## config.mk

```make
export PLATFORM = sky130hd
export DESIGN_NAME = half_bridge_fault_protection
export DESIGN_NICKNAME = d
export VERILOG_FILES = /design/src/shared/fault_protect_pkg.sv /design/src/hw/half_bridge_ctrl.sv /design/src/hw/half_bridge_fault_protection.sv
export SDC_FILE = /design/constraint.sdc
export NUM_CORES = 1
export LEC_CHECK = 0
export BUFFER_PORTS_ARGS = -buffer_cell sky130_fd_sc_hd__buf_2
export CORE_ASPECT_RATIO = 1.25
export CORE_MARGIN = 5
export CORE_UTILIZATION = 50
export DETAILED_ROUTE_END_ITERATION = 8
export GPL_TIMING_DRIVEN = 0
export PLACE_DENSITY = 0.7
export SYNTH_ARGS = -nofsm -noshare
export SYNTH_HDL_FRONTEND = slang
export SYNTH_SLANG_ARGS = --single-unit
```

## constraint.sdc

```tcl
create_clock -name clk -period 3.2 [get_ports clk]
set_clock_uncertainty 0.1 [all_clocks]
set_input_delay 0.32 -clock clk [delete_from_list [all_inputs] [get_ports clk]]
set_output_delay 0.32 -clock clk [all_outputs]
set_load 0.02 [all_outputs]
```

## src/shared/fault_protect_pkg.sv

```systemverilog
package fault_protect_pkg;
   // Number of half bridges
   localparam int unsigned NUM_PHASES = 3;
   // Mode select encoding
   localparam logic MODE_CYCLE_LIMIT = 1'b0;
   localparam logic MODE_LATCHED     = 1'b1;
   // Reset values
   localparam logic [2:0] LATCH_RESET    = 3'h0;
   localparam logic [2:0] BLANK_RESET    = 3'h0;
   localparam logic       THERMAL_RESET  = 1'b0;
   localparam logic [2:0] ARMED_RESET    = 3'h0;
   // Short detect: overcurrent persisting this long while limiting latches
   localparam int unsigned SHORT_TIME_NS    = 250;
   localparam int unsigned CLK_PERIOD_NS    = 10;
   localparam int unsigned SHORT_CYCLES     =
      (SHORT_TIME_NS + CLK_PERIOD_NS - 1) / CLK_PERIOD_NS;
   localparam int unsigned SHORT_CNT_W      = 5;
   localparam logic [SHORT_CNT_W-1:0] SHORT_LIMIT =
      SHORT_CNT_W'(SHORT_CYCLES);
   // Gate command encoding per bridge
   typedef enum logic [1:0] {
      BRIDGE_HIZ,
      BRIDGE_PWM,
      BRIDGE_LOW_ON,
      BRIDGE_ALL_OFF
   } bridge_cmd_t;
endpackage

```

## src/hw/half_bridge_ctrl.sv

```systemverilog
`timescale 1ns/1ns
module half_bridge_ctrl (
   input  wire logic clk,
   input  wire logic resetn,
   input  wire logic mode_latched,
   input  wire logic pwm_sync,
   input  wire logic pwm_rise,
   input  wire logic reset_rise,
   input  wire logic reset_low,
   input  wire logic oc_high,
   input  wire logic oc_low,
   input  wire logic global_off,
   input  wire logic oc_clear,
   output logic      gate_high,
   output logic      gate_low,
   output logic      hiz,
   output logic      oc_latched
);
   logic                                       blank_hs_q;
   logic                                       blank_ls_q;
   logic [fault_protect_pkg::SHORT_CNT_W-1:0]  short_cnt_q;
   logic                                       trip_now;
   logic                                       in_limit;

   assign in_limit = blank_hs_q | blank_ls_q;
   assign trip_now = oc_high | oc_low;

   always_ff @(posedge clk) begin
      if (!resetn || oc_clear) begin
         blank_ls_q <= 1'b0;
      end else if (mode_latched || reset_low || oc_latched) begin
         blank_ls_q <= 1'b0;
      end else if (oc_low) begin
         blank_ls_q <= 1'b1;
      end else if (pwm_rise) begin
         blank_ls_q <= 1'b0;
      end
   end

   always_ff @(posedge clk) begin
      if (!resetn || oc_clear) begin
         blank_hs_q <= 1'b0;
      end else if (mode_latched || reset_low || oc_latched) begin
         blank_hs_q <= 1'b0;
      end else if (oc_high) begin
         blank_hs_q <= 1'b1;
      end else if (pwm_rise) begin
         blank_hs_q <= 1'b0;
      end
   end

   always_ff @(posedge clk) begin
      if (!resetn || oc_clear) begin
         short_cnt_q <= '0;
      end else if (trip_now && in_limit && !mode_latched) begin
         if (short_cnt_q != fault_protect_pkg::SHORT_LIMIT) begin
            short_cnt_q <= short_cnt_q + 1'b1;
         end
      end else begin
         short_cnt_q <= '0;
      end
   end

   // Latched shutdown; a trip in the reset edge cycle still wins
   always_ff @(posedge clk) begin
      if (!resetn || oc_clear) begin
         oc_latched <= 1'b0;
      end else if (mode_latched && trip_now && !reset_low) begin
         oc_latched <= 1'b1;
      end else if (short_cnt_q == fault_protect_pkg::SHORT_LIMIT) begin
         oc_latched <= 1'b1;
      end else if (reset_rise) begin
         oc_latched <= 1'b0;
      end
   end

   // Gate outputs; oc_latched is registered so mode_latched trips
   // combinationally gate the bridge off in the same cycle
   always_comb begin
      gate_high = 1'b0;
      gate_low  = 1'b0;
      hiz       = 1'b1;
      if (global_off || reset_low || oc_latched ||
          (mode_latched && trip_now)) begin
         hiz = 1'b1;
      end else if (blank_hs_q || oc_high) begin
         hiz      = 1'b0;
         gate_low = 1'b1;
      end else if (blank_ls_q || oc_low) begin
         hiz = 1'b0;
      end else begin
         hiz       = 1'b0;
         gate_high = pwm_sync;
         gate_low  = ~pwm_sync;
      end
   end
endmodule

```

## src/hw/half_bridge_fault_protection.sv

```systemverilog
// Overview of operation
// - Mode input picks cycle limit or latch
// - Independent high and low detectors per bridge
// - Low-side trip blanks both FETs
// - High-side trip turns low FET on
// - Persisting short latches bridge Hi-Z
// - Latched mode shuts bridge at once
// - Warning low above warning temperature
// - Thermal shutdown latches, all Hi-Z, fault
// - Thermal latch clears after all resets rise
// - Power-on holds off until supplies good
// - Undervoltage: all Hi-Z and fault low
// - Undervoltage recovers without latching
// - Reset low forces bridge Hi-Z
// - Reset rise clears bridge overcurrent latch
// - Fault and warning outputs active low
`timescale 1ns/1ns
module half_bridge_fault_protection (
   input  wire logic       clk,
   input  wire logic       resetn,
   input  wire logic       mode_select,
   input  wire logic [2:0] pwm_in,
   input  wire logic [2:0] phase_reset_n,
   input  wire logic [2:0] oc_high_det,
   input  wire logic [2:0] oc_low_det,
   input  wire logic       temp_warn_det,
   input  wire logic       temp_shutdown_det,
   input  wire logic       gate_supply_ok,
   input  wire logic       logic_supply_ok,
   output logic [2:0]      gate_high,
   output logic [2:0]      gate_low,
   output logic [2:0]      bridge_hiz,
   output logic            fault_n_o,
   output logic            fault_n_oe,
   output logic            overtemp_warning_n_o,
   output logic            overtemp_warning_n_oe
);
   localparam int unsigned N = fault_protect_pkg::NUM_PHASES;
   localparam int unsigned NIN = 4 * N + 5;
   // Reset pins sync to their idle high level so no false rise follows
   localparam logic [NIN-1:0] SYNC_IDLE =
      {{N{1'b0}}, {N{1'b1}}, {(2 * N + 5){1'b0}}};

   logic [NIN-1:0] meta_q;
   logic [NIN-1:0] sync_q;
   logic [N-1:0]   pwm_s;
   logic [N-1:0]   rst_n_s;
   logic [N-1:0]   ohs_s;
   logic [N-1:0]   ols_s;
   logic           mode_s;
   logic           warn_s;
   logic           tsd_s;
   logic           gsup_s;
   logic           lsup_s;
   logic [N-1:0]   pwm_prev_q;
   logic [N-1:0]   rst_prev_q;
   logic [N-1:0]   pwm_rise;
   logic [N-1:0]   rst_rise;
   logic           thermal_shutdown;
   logic [N-1:0]   armed_q;
   logic           power_good;
   logic           por_q;
   logic           undervolt;
   logic           global_off;
   logic [N-1:0]   oc_latched;
   logic           warn_q;
   logic           fault_q;

   // Pins are asynchronous; two stages before anything looks at them
   always_ff @(posedge clk) begin
      if (!resetn) begin
         meta_q <= SYNC_IDLE;
         sync_q <= SYNC_IDLE;
      end else begin
         meta_q <= {pwm_in, phase_reset_n, oc_high_det, oc_low_det,
                    mode_select, temp_warn_det, temp_shutdown_det,
                    gate_supply_ok, logic_supply_ok};
         sync_q <= meta_q;
      end
   end

   assign {pwm_s, rst_n_s, ohs_s, ols_s, mode_s, warn_s, tsd_s,
           gsup_s, lsup_s} = sync_q;

   // Edge history; reset inputs start high so no false rise follows reset
   always_ff @(posedge clk) begin
      if (!resetn) begin
         pwm_prev_q <= '0;
         rst_prev_q <= '1;
      end else begin
         pwm_prev_q <= pwm_s;
         rst_prev_q <= rst_n_s;
      end
   end

   assign pwm_rise = pwm_s & ~pwm_prev_q;
   assign rst_rise = rst_n_s & ~rst_prev_q;

   assign power_good = gsup_s & lsup_s;

   always_ff @(posedge clk) begin
      if (!resetn) begin
         por_q <= 1'b1;
      end else begin
         por_q <= ~power_good;
      end
   end

   assign undervolt = ~power_good;

   // Needs a rise on every reset
   always_ff @(posedge clk) begin
      if (!resetn) begin
         thermal_shutdown <= fault_protect_pkg::THERMAL_RESET;
         armed_q          <= fault_protect_pkg::ARMED_RESET;
      end else if (tsd_s) begin
         thermal_shutdown <= 1'b1;
         armed_q          <= '0;
      end else if (thermal_shutdown) begin
         if ((armed_q | rst_rise) == {N{1'b1}}) begin
            thermal_shutdown <= 1'b0;
            armed_q          <= '0;
         end else begin
            armed_q <= armed_q | rst_rise;
         end
      end
   end

   assign global_off = undervolt | thermal_shutdown;

   genvar g;
   generate
      for (g = 0; g < N; g++) begin : g_bridge
         half_bridge_ctrl u_ctrl (
            .clk          (clk),
            .resetn       (resetn),
            .mode_latched (mode_s == fault_protect_pkg::MODE_LATCHED),
            .pwm_sync     (pwm_s[g]),
            .pwm_rise     (pwm_rise[g]),
            .reset_rise   (rst_rise[g]),
            .reset_low    (~rst_n_s[g]),
            .oc_high      (ohs_s[g]),
            .oc_low       (ols_s[g]),
            .global_off   (global_off),
            .oc_clear     (por_q),
            .gate_high    (gate_high[g]),
            .gate_low     (gate_low[g]),
            .hiz          (bridge_hiz[g]),
            .oc_latched   (oc_latched[g])
         );
      end
   endgenerate

   always_ff @(posedge clk) begin
      if (!resetn) begin
         warn_q  <= 1'b0;
         fault_q <= 1'b0;
      end else begin
         warn_q  <= warn_s;
         fault_q <= global_off | (|oc_latched);
      end
   end

   // Open drain: only ever pull low, pullup is outside
   assign fault_n_o             = 1'b0;
   assign fault_n_oe            = fault_q;
   assign overtemp_warning_n_o  = 1'b0;
   assign overtemp_warning_n_oe = warn_q;
endmodule

```

Word-level counts from Yosys, hierarchy flattened
Cells that the tools add are included.
{"block": "classes", "n_reduce_logical": 53, "n_addsub": 3, "muxes": 43, "n_bitwise": 25, "n_eq_ne": 7}
{"cell": "$mux W1", "n": 42}
{"cell": "$logic_or A1 B1 Y1", "n": 22}
{"cell": "$add A5 B1 Y5 const B", "n": 3}
{"cell": "$eq A5 B5 Y1 const B", "n": 3}
{"cell": "$ne A5 B5 Y1 const B", "n": 3}
{"cell": "$reduce_or A2 Y1", "n": 7}
{"cell": "$logic_and A1 B1 Y1", "n": 12}
{"cell": "$reduce_bool A2 Y1", "n": 6}
{"cell": "$not A1 Y1", "n": 11}
{"cell": "$reduce_bool A3 Y1", "n": 3}
{"cell": "$or A1 B1 Y1", "n": 8}
{"cell": "$and A3 B3 Y3", "n": 2}
{"cell": "$not A3 Y3", "n": 2}
{"cell": "$eq A3 B3 Y1 const B", "n": 1}
{"cell": "$mux W3", "n": 1}
{"cell": "$or A3 B3 Y3", "n": 1}
{"cell": "$reduce_or A3 Y1", "n": 1}
{"cell": "$logic_not A1 Y1", "n": 2}
{"cell": "$and A1 B1 Y1", "n": 1}
{"block": "totals", "in_bits": 19, "output_inout_bits": 13, "register_bits": 71}

Logic depth before layout (Yosys ltp)
Gate-level depths: netlist of run 1.
{"block": "depth", "ltp_word": 7, "depth_mapped": 5}

Cells and area by module
Synthesis of run 1 repeated with hierarchy kept, for this count alone.
{"block": "unflattened", "cells_unflattened": 254, "area_unflattened_um2": 2687.6}
{"mod": "half_bridge_fault_protection", "instances": 1, "cells_each": 119, "area_per_inst_um2": 1437.6}
{"mod": "half_bridge_ctrl", "instances": 3, "cells_each": 45, "area_per_inst_um2": 416.6}

Least setup slack after synthesis of run 1
OpenSTA, ideal clock, no wires.
{"block": "synth_timing", "path_type": "reg2out", "start": "register thermal_shutdown", "end": "output port gate_high[0]", "path_buffers": 1, "path_stages_with_launch": 5, "setup_slack_ns": 1.820, "arrival_ns": 0.960, "path_cell_list": "dfxtp_1 and3b_1 nand3_1 nor2_1 buf_4"}
{"block": "synth_between", "elab_chain_cells": 5}
{"item": "start, declared", "line_no": "half_bridge_fault_protection.sv:59", "rtl": "logic thermal_shutdown;"}
{"item": "start signal, assigned", "line_no": "half_bridge_fault_protection.sv:114", "rtl": "thermal_shutdown <= fault_protect_pkg::THERMAL_RESET;"}
{"item": "$or A1 B1 Y1", "line_no": "half_bridge_fault_protection.sv:129", "rtl": "assign global_off = undervolt | thermal_shutdown;"}
{"item": "$logic_or A1 B1 Y1 (3 in a row)", "line_no": "half_bridge_ctrl.sv:83", "rtl": "if (global_off || reset_low || oc_latched ||"}
{"item": "$mux W1", "line_no": "half_bridge_ctrl.sv:83"}
{"item": "end, declared", "line_no": "half_bridge_fault_protection.sv:30", "rtl": "output logic [2:0] gate_high,"}
No other way between the ends.

Final worst setup path of run 1
{"block": "layout_timing", "start": "register thermal_shutdown", "end": "output port gate_low[0]"}
{"block": "layout_between", "elab_chain_cells": 5}
{"item": "$or A1 B1 Y1", "line_no": "half_bridge_fault_protection.sv:129"}
{"item": "$logic_or A1 B1 Y1 (3 in a row)", "line_no": "half_bridge_ctrl.sv:83"}
{"item": "$mux W1", "line_no": "half_bridge_ctrl.sv:83"}
{"item": "end, declared", "line_no": "half_bridge_fault_protection.sv:31", "rtl": "output logic [2:0] gate_low,"}
No other way between the ends.

==> results of run 1 <==
==> layer usage <==
metal | share of wire [%] | up-vias | track usage (%)
met5 | 0 | - | 0
met4 | 2.3 | 0 | 7.12
met3 | 4.9 | 10 | 4.68
met2 | 48 | 29 | 21.6
met1 | 45 | 779 | 15.6
li1 | - | 940 | -
==> how the worst max path moves through the flow <==
stage | from | to | slack (ps) | cells past startpoint
after detailed placement | thermal_shutdown | gate_low[0] | 1500 | 5
after CTS | thermal_shutdown | gate_low[0] | 1130 | 5
after global routing | thermal_shutdown | gate_low[2] | 990 | 5
after global placement | thermal_shutdown | gate_high[0] | 1520 | 5
final | thermal_shutdown | gate_low[0] | 1130 | 5
after floorplan | thermal_shutdown | gate_high[0] | 1820 | 4
==> stage by stage <==
stage	area [µm²]	instances	power, µW	utilization [%]	hold slack [ps]
after CTS	3040	368	1720	59.9	45.9
after floorplan	2620	261	979	-	278
after global placement	2840	352	999	55.9	285
after global routing	3040	368	1770	59.9	45.6
final	3040	368	1700	59.9	56.6
after detailed placement	2840	352	1000	55.9	293
==> logic make-up after synthesis <==
| group | count (synthesis) |
|---|---|
| compound gates | 32 |
| xor+xnor | 12 |
| fa+ha+maj | 6 |
| buf+inv | 21 |
| flops | 71 |
| other cells | 1 |
| simple gates | 117 |
==> worst register-to-register path, stage by stage, from the launching register on <==
cell and delay [ps]:
dfxtp_1 400, nor3b_4 420, o221ai_2 250, a211oi_2 230
==> registers in the layout, summed over array words and instances, names as in the netlist <==
name and count:
g_bridge.u_ctrl.oc_latched 3, g_bridge.u_ctrl.blank_hs_q 3, pwm_prev_q 3, g_bridge.u_ctrl.blank_ls_q 3, overtemp_warning_n_oe 1, por_q 1
fault_n_oe 1, sync_q 17, armed_q 3, thermal_shutdown 1, meta_q 17, g_bridge.u_ctrl.short_cnt_q 15
rst_prev_q 3
==> placed cells by master, fill, tap and decap left out, types with 2 or more instances in the layout <==
cell type   netlist  final
xnor2_1           3      3
o211ai_1          3      3
a21oi_1          10     10
inv_1             5      5
clkinvlp_4        0      2
conb_1            1      2
nor2_1           27     27
ha_1              6      6
xor2_1            9      9
dfxtp_1          71     71
nor4_1            3      3
nand3_1          10     10
clkbuf_8          0     10
nor3_1            7      7
and2_1           32     32
inv_6             0      2
buf_4            11     11
clkbuf_1          3      3
nand4b_1          3      3
o221ai_2          3      3
a211oi_2          3      3
nand2_1          11     11
o21ai_0           4      4
nor2b_1           5      5
a31oi_1           3      3
buf_2             2     31
a311oi_1          2      2
nand2b_1         17     17
==> area by class of cell <==
type	instances	area (µm²)
Buffer	16	104
Multi-Input combinational cell	169	1070
Clock buffer	10	138
Tap cell	62	77.6
Clock inverter	6	67.6
Sequential cell	71	1420
Fill cell	454	2040
Timing Repair Buffer	29	145
Inverter	5	18.8
==> where the power goes <==
| group | internal, µW | total, µW | switching, µW |
|---|---|---|---|
| registers | 907 | 921 | 13.6 |
| clock network | 385 | 719 | 334 |
| logic | 31.5 | 58.9 | 27.5 |
==> qor.json, run 1 <==
{
  "global_route_wire_length_before_repair": {"value": 7090, "unit": "µm"},
  "htree_levels": {"value": 3},
  "cts_repair_resize_count": {"value": 0},
  "clock_tree.root_cell": {"value": "clkbuf_8"},
  "inserted_diodes": {"value": 0},
  "synth-compound-area-share": {"value": 9.39, "unit": "%"},
  "floorplan.initialDensity": {"value": 51.4, "unit": "%"},
  "netlist.area_leader.share": {"value": 54.4, "unit": "%"},
  "synthesis.yosys.warnings": {"value": 0},
  "report.final.slew_viol_count": {"value": 0},
  "pin_count": {"value": 32},
  "clock_sink_count": {"value": 71},
  "synth.ff_latch_count": {"value": 71},
  "yosys_most_used_dff": {"value": "dfxtp_1"},
  "worstPathCellList": {"value": "and3b_1 > nand3_1 > nor2_1 > buf_4 > buf_2"},
  "setup_slack": {"value": 1130, "unit": "ps"},
  "netlist_instances": {"value": 260},
  "worstPathMaxFanout": {"value": 8},
  "mappedNetlistArea": {"value": 2610, "unit": "µm²"},
  "dp_worst_setup_slack": {"value": 1500, "unit": "ps"},
  "grt_start_max_net_pins": {"value": 14},
  "worst-endpoint-arrival": {"value": 1650, "unit": "ps"},
  "ir_worst_vdd": {"value": 0.392, "unit": "mV"},
  "setup.worst_path.class": {"value": "reg2out"},
  "detail-route-antenna-nets": {"value": 0},
  "post_drt_via_cell_ratio": {"value": 4.78},
  "hold_start": {"value": "phase_reset_n[0]"},
  "cp_slowest_stage_delay": {"value": 380, "unit": "ps"},
  "worst_r2r_endpoint": {"value": "g_bridge[1].u_ctrl.short_cnt_q[1]"},
  "synth-simple-area-share": {"value": 24.4, "unit": "%"},
  "critical_path.n_buffers_inverters": {"value": 2},
  "reg2reg_depth": {"value": 3},
  "post-route-period-util": {"value": 64.6, "unit": "%"},
  "maxClockFrequency": {"value": 484, "unit": "MHz"},
  "drt_pre_antenna_iters": {"value": 4},
  "globalRouteTotalUtil": {"value": 13.6, "unit": "%"},
  "synth.yosys.seq_area_share": {"value": 54.4, "unit": "%"},
  "first_global_vias": {"value": 1690},
  "fin_tns_setup": {"value": 0, "unit": "ps"},
  "post_synth_fa_ha_maj_area_fraction": {"value": 2.87, "unit": "%"},
  "synth.top_cells.by_count": {"value": "dfxtp_1, and2_1, nor2_1, nand2b_1"},
  "pwr_density_cell": {"value": 558, "unit": "nW/µm²"},
  "drt-total-wl": {"value": 4000, "unit": "µm"},
  "worstPathRequired": {"value": 2780, "unit": "ps"},
  "critPathTopFamily": {"value": "simple AND/OR/NAND/NOR gates"},
  "num-nets-final": {"value": 326},
  "reg_clk_slew_reported_paths": {"value": 70, "unit": "ps"},
  "synth.lib_cells_used.distinct": {"value": 31},
  "synthArstFlopShare": {"value": 0, "unit": "%"},
  "kind_of_capture_point_of_the_worst_setup_path": {"value": "output pin"},
  "yosys.cell_count.top_type": {"value": "dfxtp_1"},
  "place_hpwl": {"value": 2960, "unit": "µm"},
  "drt_iter0_drc": {"value": 58},
  "cts_made_buffers": {"value": 9},
  "post_drt_wl_per_cell": {"value": 10.9, "unit": "µm"},
  "cts_tree": {"value": "yes"},
  "status": {"value": "finished, final reports clean"},
  "coreArea": {"value": 5080, "unit": "µm²"},
  "synth_top_family_by_area": {"value": "simple AND/OR/NAND/NOR gates"},
  "multiplexer_fraction_of_the_synthesized_cell_area": {"value": 0, "unit": "%"},
  "report.final.hold_viol_count": {"value": 0},
  "post-route-drc-count": {"value": 0},
  "hold_depth": {"value": 2},
  "number_of_antenna_violations_at_the_first_check_in_global_routing": {"value": 0},
  "syn_avg_cell_area": {"value": 10.0, "unit": "µm²"},
  "worstSetupStartpointType": {"value": "register"},
  "finalWorstPathRequiredPeriod": {"value": 2070, "unit": "ps"},
  "biggest_area_consumer_among_synthesized_cells": {"value": "dfxtp_1"},
  "finalWeightedCongestion": {"value": 0.755},
  "cts_hold_repair.buffers": {"value": 0},
  "min-delay-path-class": {"value": "in2reg"},
  "die_height": {"value": 90.8, "unit": "µm"},
  "synth_enable_flop_cells": {"value": 0},
  "placement.io_buffers": {"value": 29},
  "post_cts_buffers": {"value": 0},
  "worst_skew_pair.late_latency": {"value": 340, "unit": "ps"},
  "setup_viol": {"value": 0},
  "grt_overflow": {"value": 0},
  "via_count": {"value": 1758},
  "fp.dieArea": {"value": 6780, "unit": "µm²"},
  "crit_path_top_delay_cell": {"value": "dfxtp_1"},
  "timing.rr.start": {"value": "sync_q[4]"},
  "worst_hold_path.endpoint": {"value": "meta_q[11]"},
  "drive_gt1_share": {"value": 21.2, "unit": "%"},
  "power_leakage": {"value": 0.00123, "unit": "µW"},
  "rsz0062_at_grt": {"value": "false"},
  "synthXorXnorAreaFrac": {"value": 4.02, "unit": "%"},
  "flop2flop_setup_slack": {"value": 1730, "unit": "ps"},
  "die_x": {"value": 74.6, "unit": "µm"},
  "area_growth": {"value": 16.5, "unit": "%"},
  "rows": {"value": 29},
  "max-clock-path-buffers": {"value": 2},
  "max_cap_violations": {"value": 0},
  "netlist_top_cells_area": {"value": "dfxtp_1, and2_1, nand2b_1"}
}
Power figures use the tool's default switching activity.
==> inputs of run 2 (changes only) <==
==> constraint.sdc (replaced) <==
create_clock -name clk -period 1.93 [get_ports clk]
set_clock_uncertainty 0.1 [all_clocks]
set_input_delay 0.193 -clock clk [delete_from_list [all_inputs] [get_ports clk]]
set_output_delay 0.193 -clock clk [all_outputs]
set_load 0.02 [all_outputs]
==> qor.json, run 2 (synthesis gave the netlist of run 1 again) <==
{
  "hold_depth": {"value": 3, "change": "+1"},
  "worst_skew_pair.late_latency": {"value": 340, "unit": "ps", "change": "about the same"},
  "report.final.hold_viol_count": {"value": 0, "change": "unchanged"},
  "via_count": {"value": 1834, "change": "+4.3%"},
  "hold_slack": {"value": 140, "unit": "ps", "change": "+83.1 ps"},
  "post_drt_via_cell_ratio": {"value": 4.76, "change": "-0.28%"},
  "finalCoreUtilization": {"value": 63.4, "unit": "%", "change": "+3.5 points"},
  "drt-total-wl": {"value": 4240, "unit": "µm", "change": "+5.9%"},
  "coreArea": {"value": 5080, "unit": "µm²", "change": "unchanged"},
  "finalWeightedCongestion": {"value": 0.755, "change": "unchanged"},
  "num-nets-final": {"value": 343, "change": "+5.2%"},
  "crit_path_top_delay_cell": {"value": "dfxtp_2"},
  "report.final.slew_viol_count": {"value": 0, "change": "unchanged"},
  "max-clock-path-buffers": {"value": 2, "change": "unchanged"},
  "post-route-drc-count": {"value": 0, "change": "unchanged"},
  "post-route-period-util": {"value": 96.1, "unit": "%"},
  "max_cap_violations": {"value": 0, "change": "unchanged"},
  "die_x": {"value": 74.6, "unit": "µm", "change": "unchanged"},
  "worstSetupStartpointType": {"value": "register"},
  "mostFrequentLayoutCell": {"value": "dfxtp_1"},
  "die_height": {"value": 90.8, "unit": "µm", "change": "unchanged"},
  "clock_tree.root_cell": {"value": "clkbuf_8"},
  "fin_tns_setup": {"value": 0, "unit": "ps", "change": "unchanged"},
  "setup_viol": {"value": 0, "change": "unchanged"},
  "worst_hold_path.endpoint": {"value": "meta_q[12]"},
  "seq_area": {"value": 1420, "unit": "µm²", "change": "about the same"},
  "reg2reg_depth": {"value": 3, "change": "unchanged"},
  "setup_slack": {"value": 75.0, "unit": "ps", "change": "-1060 ps"},
  "number_of_antenna_violations_at_the_first_check_in_global_routing": {"value": 0, "change": "unchanged"},
  "drt_iter0_drc": {"value": 77, "change": "+33%"},
  "worstPathRequired": {"value": 1640, "unit": "ps", "change": "-1140 ps"},
  "multiInputGateArea": {"value": 1080, "unit": "µm²", "change": "+0.58%"},
  "pwr_density_cell": {"value": 884, "unit": "nW/µm²", "change": "+58%"},
  "area_growth": {"value": 23.3, "unit": "%"},
  "timing.rr.start": {"value": "sync_q[4]"},
  "largestRegisters": {"value": "meta_q (17), sync_q (17), g_bridge.u_ctrl.short_cnt_q (15)"},
  "ir_worst_vdd": {"value": 0.687, "unit": "mV", "change": "+75%"},
  "worst-endpoint-arrival": {"value": 1560, "unit": "ps", "change": "-90 ps"},
  "flop2flop_setup_slack": {"value": 460, "unit": "ps", "change": "-1270 ps"},
  "maxClockFrequency": {"value": 539, "unit": "MHz"},
  "fp.dieArea": {"value": 6780, "unit": "µm²", "change": "unchanged"},
  "min-delay-path-class": {"value": "in2reg"},
  "reg_clk_slew_reported_paths": {"value": 80, "unit": "ps", "change": "about the same"},
  "cp_slowest_stage_delay": {"value": 360, "unit": "ps", "change": "-20 ps"},
  "setup.worst_path.class": {"value": "reg2out"},
  "post_drt_wl_per_cell": {"value": 11.0, "unit": "µm", "change": "+1.2%"},
  "status": {"value": "finished, final reports clean"},
  "global_route_wire_length_before_repair": {"value": 7460, "unit": "µm", "change": "+5.1%"},
  "worstPathCellList": {"value": "and3b_2 > nand3_1 > nor2_1 > buf_4 > buf_2"},
  "dp_worst_setup_slack": {"value": 362, "unit": "ps", "change": "-1140 ps"},
  "clock_sink_count": {"value": 71, "change": "unchanged"},
  "grt_start_max_net_pins": {"value": 14, "change": "unchanged"},
  "kind_of_capture_point_of_the_worst_setup_path": {"value": "output pin"},
  "grt_overflow": {"value": 0, "change": "unchanged"},
  "final_cell_mix": {"value": "dfxtp_1, and2_1, buf_2"},
  "rows": {"value": 29, "change": "unchanged"},
  "inserted_diodes": {"value": 0, "change": "unchanged"},
  "drt_pre_antenna_iters": {"value": 4, "change": "unchanged"},
  "pin_count": {"value": 32, "change": "unchanged"},
  "filler_instances": {"value": 424, "change": "-6.6%"},
  "drive_gt1_share": {"value": 21.1, "unit": "%", "change": "-0.19 points"},
  "floorplan.initialDensity": {"value": 51.4, "unit": "%", "change": "unchanged"},
  "place_hpwl": {"value": 2960, "unit": "µm", "change": "unchanged"},
  "finalInstanceArea": {"value": 3220, "unit": "µm²", "change": "+5.8%"},
  "finalWorstPathRequiredPeriod": {"value": 1860, "unit": "ps"},
  "detail-route-antenna-nets": {"value": 0, "change": "unchanged"},
  "cts_tree": {"value": "yes"},
  "hold_start": {"value": "resetn"},
  "cts_made_buffers": {"value": 9, "change": "unchanged"},
  "worst_r2r_endpoint": {"value": "g_bridge[1].u_ctrl.short_cnt_q[1]"},
  "htree_levels": {"value": 3, "change": "unchanged"},
  "power_leakage": {"value": 0.00130, "unit": "µW", "change": "+5.8%"},
  "rsz0062_at_grt": {"value": "true"},
  "detailed_place.area": {"value": 2840, "unit": "µm²", "change": "unchanged"},
  "worstPathMaxFanout": {"value": 8, "change": "unchanged"},
  "globalRouteTotalUtil": {"value": 14.3, "unit": "%", "change": "+0.69 points"},
  "first_global_vias": {"value": 1795, "change": "+6.2%"},
  "placement.io_buffers": {"value": 29, "change": "unchanged"}
}
## run 2: power by group
part	total (µW)	internal [µW]	switching, µW
logic	125	74.7	50.6
clock network	1190	638	556
registers	1530	1500	22.7
## run 2: timing repair
item	CTS	global route
endpoints found under the hold margin	17	0
hold buffers	17	0
endpoints found under the setup margin	4	6
setup buffers	0	0
gates resized for setup	1	2
## run 2: routing by layer
layer | share of wire (%) | vias up | GRT usage (%)
met1 | 44 | 818 | 16.1
met2 | 49 | 31 | 23.4
met3 | 4.9 | 10 | 4.68
met5 | 0 | - | 0
li1 | - | 975 | -
met4 | 2.3 | 0 | 7.12
## run 2: metrics by stage
step | cells | total power (µW)
global placement | 352 | 1660
global route | 385 | 2960
CTS | 385 | 2870
detailed placement | 352 | 1660
floorplan | 261 | 1620
finish | 385 | 2850
## run 2: worst max-delay path: cells and delay by family, from the launching register on
| kind | cells | cell delay, ps |
|---|---|---|
| DFF | 1 | 360 |
| buffers and inverters | 2 | 250 |
| and+or+nand+nor | 3 | 600 |
## run 2: worst max-delay path by stage
| stage | from | slack (ps) | endpoint | cells past startpoint |
|---|---|---|---|---|
| floorplan | thermal_shutdown | 680 | gate_high[0] | 4 |
| CTS | thermal_shutdown | 40 | gate_low[0] | 5 |
| global placement | thermal_shutdown | 380 | gate_high[0] | 5 |
| detailed placement | thermal_shutdown | 360 | gate_low[0] | 5 |
| global route | thermal_shutdown | -5 | gate_low[1] | 5 |
| finish | thermal_shutdown | 70 | gate_low[0] | 5 |
## run 2: layout make-up
type                            count  share of cell area [%]
Inverter                            5                   0.583
Clock buffer                       10                    4.27
Buffer                             16                    3.22
Sequential cell                    71                    44.2
Multi-Input combinational cell    169                    33.4
Tap cell                           62                    2.41
Clock inverter                      6                    2.10
Timing Repair Buffer               46                    9.79
==> inputs of run 3 (changes only) <==
--- a/config.mk
+++ b/config.mk
@@ -9,9 +9,11 @@
 export CORE_ASPECT_RATIO = 1.25
 export CORE_MARGIN = 5
 export CORE_UTILIZATION = 50
+export CTS_BUF_LIST = sky130_fd_sc_hd__clkbuf_4
 export DETAILED_ROUTE_END_ITERATION = 8
 export GPL_TIMING_DRIVEN = 0
 export PLACE_DENSITY = 0.7
 export SYNTH_ARGS = -nofsm -noshare
 export SYNTH_HDL_FRONTEND = slang
+export SYNTH_HIERARCHICAL = 1
 export SYNTH_SLANG_ARGS = --single-unit
==> qor.json, run 3 <==
{
  "drt_pre_antenna_iters": {"value": 4, "change": "unchanged"},
  "finalPower": {"value": 2550, "unit": "µW", "change": "-10%"},
  "cts_made_buffers": {"value": 9, "change": "unchanged"},
  "fp.dieArea": {"value": 6950, "unit": "µm²", "change": "+2.6%"},
  "grt.busiest_layer": {"value": "met2"},
  "multiInputGateArea": {"value": 1180, "unit": "µm²", "change": "+9.9%"},
  "finalWeightedCongestion": {"value": 0.692, "change": "-8.3%"},
  "max_cap_violations": {"value": 0, "change": "unchanged"},
  "yosys_most_used_dff": {"value": "dfxtp_1"},
  "netlist_top_cells_area": {"value": "dfxtp_1, and2_1, nor2_1"},
  "via_count": {"value": 1859, "change": "+1.4%"},
  "placement.io_buffers": {"value": 29, "change": "unchanged"},
  "synth.yosys.seq_area_share": {"value": 52.9, "unit": "%", "change": "-1.5 points"},
  "dp_worst_setup_slack": {"value": 538, "unit": "ps", "change": "+176 ps"},
  "power_leakage": {"value": 0.00149, "unit": "µW", "change": "+15%"},
  "die_height": {"value": 92.0, "unit": "µm", "change": "+1.3%"},
  "area_growth": {"value": 21.3, "unit": "%"},
  "hold_slack": {"value": 320, "unit": "ps", "change": "+181 ps"},
  "final_cell_mix": {"value": "dfxtp_1, and2_1, nor2_1"},
  "mappedNetlistArea": {"value": 2690, "unit": "µm²", "change": "+2.9%"},
  "post_drt_wl_per_cell": {"value": 12.1, "unit": "µm", "change": "+9.8%"},
  "max-clock-path-buffers": {"value": 2, "change": "unchanged"},
  "reg_clk_slew_reported_paths": {"value": 110, "unit": "ps", "change": "+30 ps"},
  "place_hpwl": {"value": 3100, "unit": "µm", "change": "+4.7%"},
  "number_of_antenna_violations_at_the_first_check_in_global_routing": {"value": 0, "change": "unchanged"},
  "ir_worst_vdd": {"value": 0.493, "unit": "mV", "change": "-28%"},
  "setup_slack": {"value": 80.2, "unit": "ps", "change": "+5.20 ps"},
  "grt_overflow": {"value": 0, "change": "unchanged"},
  "syn_avg_cell_area": {"value": 10.6, "unit": "µm²", "change": "+5.4%"},
  "met3_track_usage_gr": {"value": 4.92, "unit": "%", "change": "+0.25 points"},
  "mostFrequentLayoutCell": {"value": "dfxtp_1"},
  "clock_sink_count": {"value": 71, "change": "unchanged"},
  "netlist.area_leader.share": {"value": 52.9, "unit": "%", "change": "-1.5 points"},
  "synth.lib_cells_used.distinct": {"value": 36, "change": "+16%"},
  "synth_enable_flop_cells": {"value": 0, "change": "unchanged"},
  "netlist_instances": {"value": 254, "change": "-2.3%"},
  "synthesis.yosys.warnings": {"value": 6, "change": "+6"},
  "pwr_density_cell": {"value": 783, "unit": "nW/µm²", "change": "-11%"},
  "post_drt_via_cell_ratio": {"value": 4.85, "change": "+1.9%"},
  "kind_of_capture_point_of_the_worst_setup_path": {"value": "output pin"},
  "report.final.hold_viol_count": {"value": 0, "change": "unchanged"},
  "floorplan.initialDensity": {"value": 52.2, "unit": "%", "change": "+0.76 points"},
  "coreArea": {"value": 5150, "unit": "µm²", "change": "+1.4%"},
  "seq_area": {"value": 1430, "unit": "µm²", "change": "+0.18%"},
  "biggest_area_consumer_among_synthesized_cells": {"value": "dfxtp_1"},
  "worstPathMaxFanout": {"value": 6, "change": "-2"},
  "cts_tree": {"value": "yes"},
  "first_global_vias": {"value": 1747, "change": "-2.7%"},
  "setup.worst_path.class": {"value": "reg2out"},
  "worst_skew_pair.late_latency": {"value": 410, "unit": "ps", "change": "+70 ps"},
  "maxClockFrequency": {"value": 541, "unit": "MHz", "change": "+0.28%"},
  "pin_count": {"value": 32, "change": "unchanged"},
  "post-route-period-util": {"value": 95.8, "unit": "%", "change": "-0.27 points"},
  "inserted_diodes": {"value": 0, "change": "unchanged"},
  "min-delay-path-class": {"value": "reg2reg"},
  "synthArstFlopShare": {"value": 0, "unit": "%", "change": "unchanged"},
  "global_route.usage.met1": {"value": 16.5, "unit": "%", "change": "+0.40 points"},
  "status": {"value": "finished, final reports clean"},
  "worstPathRequired": {"value": 1640, "unit": "ps", "change": "about the same"},
  "rows": {"value": 29, "change": "unchanged"},
  "crit_path_top_delay_cell": {"value": "dfxtp_4"},
  "post-route-drc-count": {"value": 0, "change": "unchanged"},
  "clock_tree.root_cell": {"value": "clkbuf_4"},
  "synth.top_cells.by_count": {"value": "dfxtp_1, and2_1, nor2_1, inv_1, nand2_1"},
  "grt_start_max_net_pins": {"value": 16, "change": "+2"},
  "drt-total-wl": {"value": 4630, "unit": "µm", "change": "+9.2%"},
  "finalCoreUtilization": {"value": 63.3, "unit": "%", "change": "-0.12 points"},
  "worst-endpoint-arrival": {"value": 1560, "unit": "ps", "change": "about the same"},
  "globalRouteTotalUtil": {"value": 14.7, "unit": "%", "change": "+0.43 points"},
  "filler_instances": {"value": 429, "change": "+1.2%"},
  "drt_iter0_drc": {"value": 67, "change": "-13%"},
  "drive_gt1_share": {"value": 22.4, "unit": "%", "change": "+1.4 points"},
  "synth.ff_latch_count": {"value": 71, "change": "unchanged"},
  "global_route_wire_length_before_repair": {"value": 7640, "unit": "µm", "change": "+2.4%"},
  "setup_viol": {"value": 0, "change": "unchanged"},
  "fin_tns_setup": {"value": 0, "unit": "ps", "change": "unchanged"},
  "yosys.cell_count.top_type": {"value": "dfxtp_1"},
  "detail-route-antenna-nets": {"value": 0, "change": "unchanged"},
  "num-nets-final": {"value": 341, "change": "-0.58%"},
  "finalWorstPathRequiredPeriod": {"value": 1850, "unit": "ps", "change": "-5.20 ps"},
  "worstSetupStartpointType": {"value": "register"},
  "largestRegisters": {"value": "meta_q (17), sync_q (17), g_bridge.u_ctrl/short_cnt_q (15)"},
  "htree_levels": {"value": 3, "change": "unchanged"},
  "report.final.slew_viol_count": {"value": 0, "change": "unchanged"},
  "die_x": {"value": 75.6, "unit": "µm", "change": "+1.3%"},
  "cp_slowest_stage_delay": {"value": 380, "unit": "ps", "change": "+20 ps"},
  "worstPathCellList": {"value": "inv_2 > nand3_2 > nand3b_1 > nor2_1 > buf_4"},
  "grt_util_met2": {"value": 23.4, "unit": "%", "change": "+0.028 points"}
}
## run 3: layout make-up
cell class | instances | area share [%]
inverter | 13 | 1.50
clock inverter | 7 | 1.92
tap | 62 | 2.38
multi-input combinational | 165 | 36.3
buffer | 6 | 1.15
timing repair buffer | 50 | 11.0
clock buffer | 9 | 2.07
sequential | 71 | 43.7
## run 3: path summary, 6_finish.rpt
check	cells after the start	startpoint	slack [ps]	endpoint
worst max-delay path	5	thermal_shutdown	80	gate_low[2]
worst min-delay path	1	meta_q[11]	320	sync_q[11]
worst max register to register	5	g_bridge[0].u_ctrl/short_cnt_q[1]	670	g_bridge[0].u_ctrl/oc_latched
worst min register to register	1	meta_q[11]	320	sync_q[11]
## run 3: power breakdown
group / switching (µW) / internal, µW / leakage [µW] / total (µW)
Combinational: 57.6 / 82.4 / 0.000842 / 140
Sequential: 21.9 / 1500 / 0.000581 / 1530
Clock: 502 / 384 / 0.0000688 / 887
Total: 582 / 1970 / 0.00149 / 2550
## run 3: cells by family after synthesis
logic type | count (synthesis) | share of synthesized area (%)
XOR/XNOR | 12 | 3.91
AND/OR/NAND/NOR | 116 | 26.6
adder cells (fa/ha/maj) | 6 | 2.79
other | 1 | 0.140
flip-flops | 71 | 52.9
buffers and inverters | 19 | 3.21
AO/OA/AOI/OAI | 29 | 10.5
## run 3: repair_timing
item | CTS | global route
setup endpoints to repair | 0 | 6
hold endpoints to repair | 19 | 0
hold buffers | 20 | 0
resized for setup | 0 | 5
setup buffers | 0 | 1
## run 3: metrics by stage
stage | cells | area [µm²]
after detailed placement | 346 | 2910
final | 383 | 3260
after floorplan | 255 | 2690
after CTS | 382 | 3240
after global placement | 346 | 2910
after global routing | 383 | 3260
## run 3: layer usage
layer	share of wire, %	vias up
met2	50	33
met5	0	-
met1	43	846
met4	2.2	0
li1	-	972
met3	4.2	8
## run 3: worst max-delay path: cells and delay by family, from the launching register on
kind          cells  cell delay, ps
flops             1             380
simple gates      3             540
buf+inv           2             230
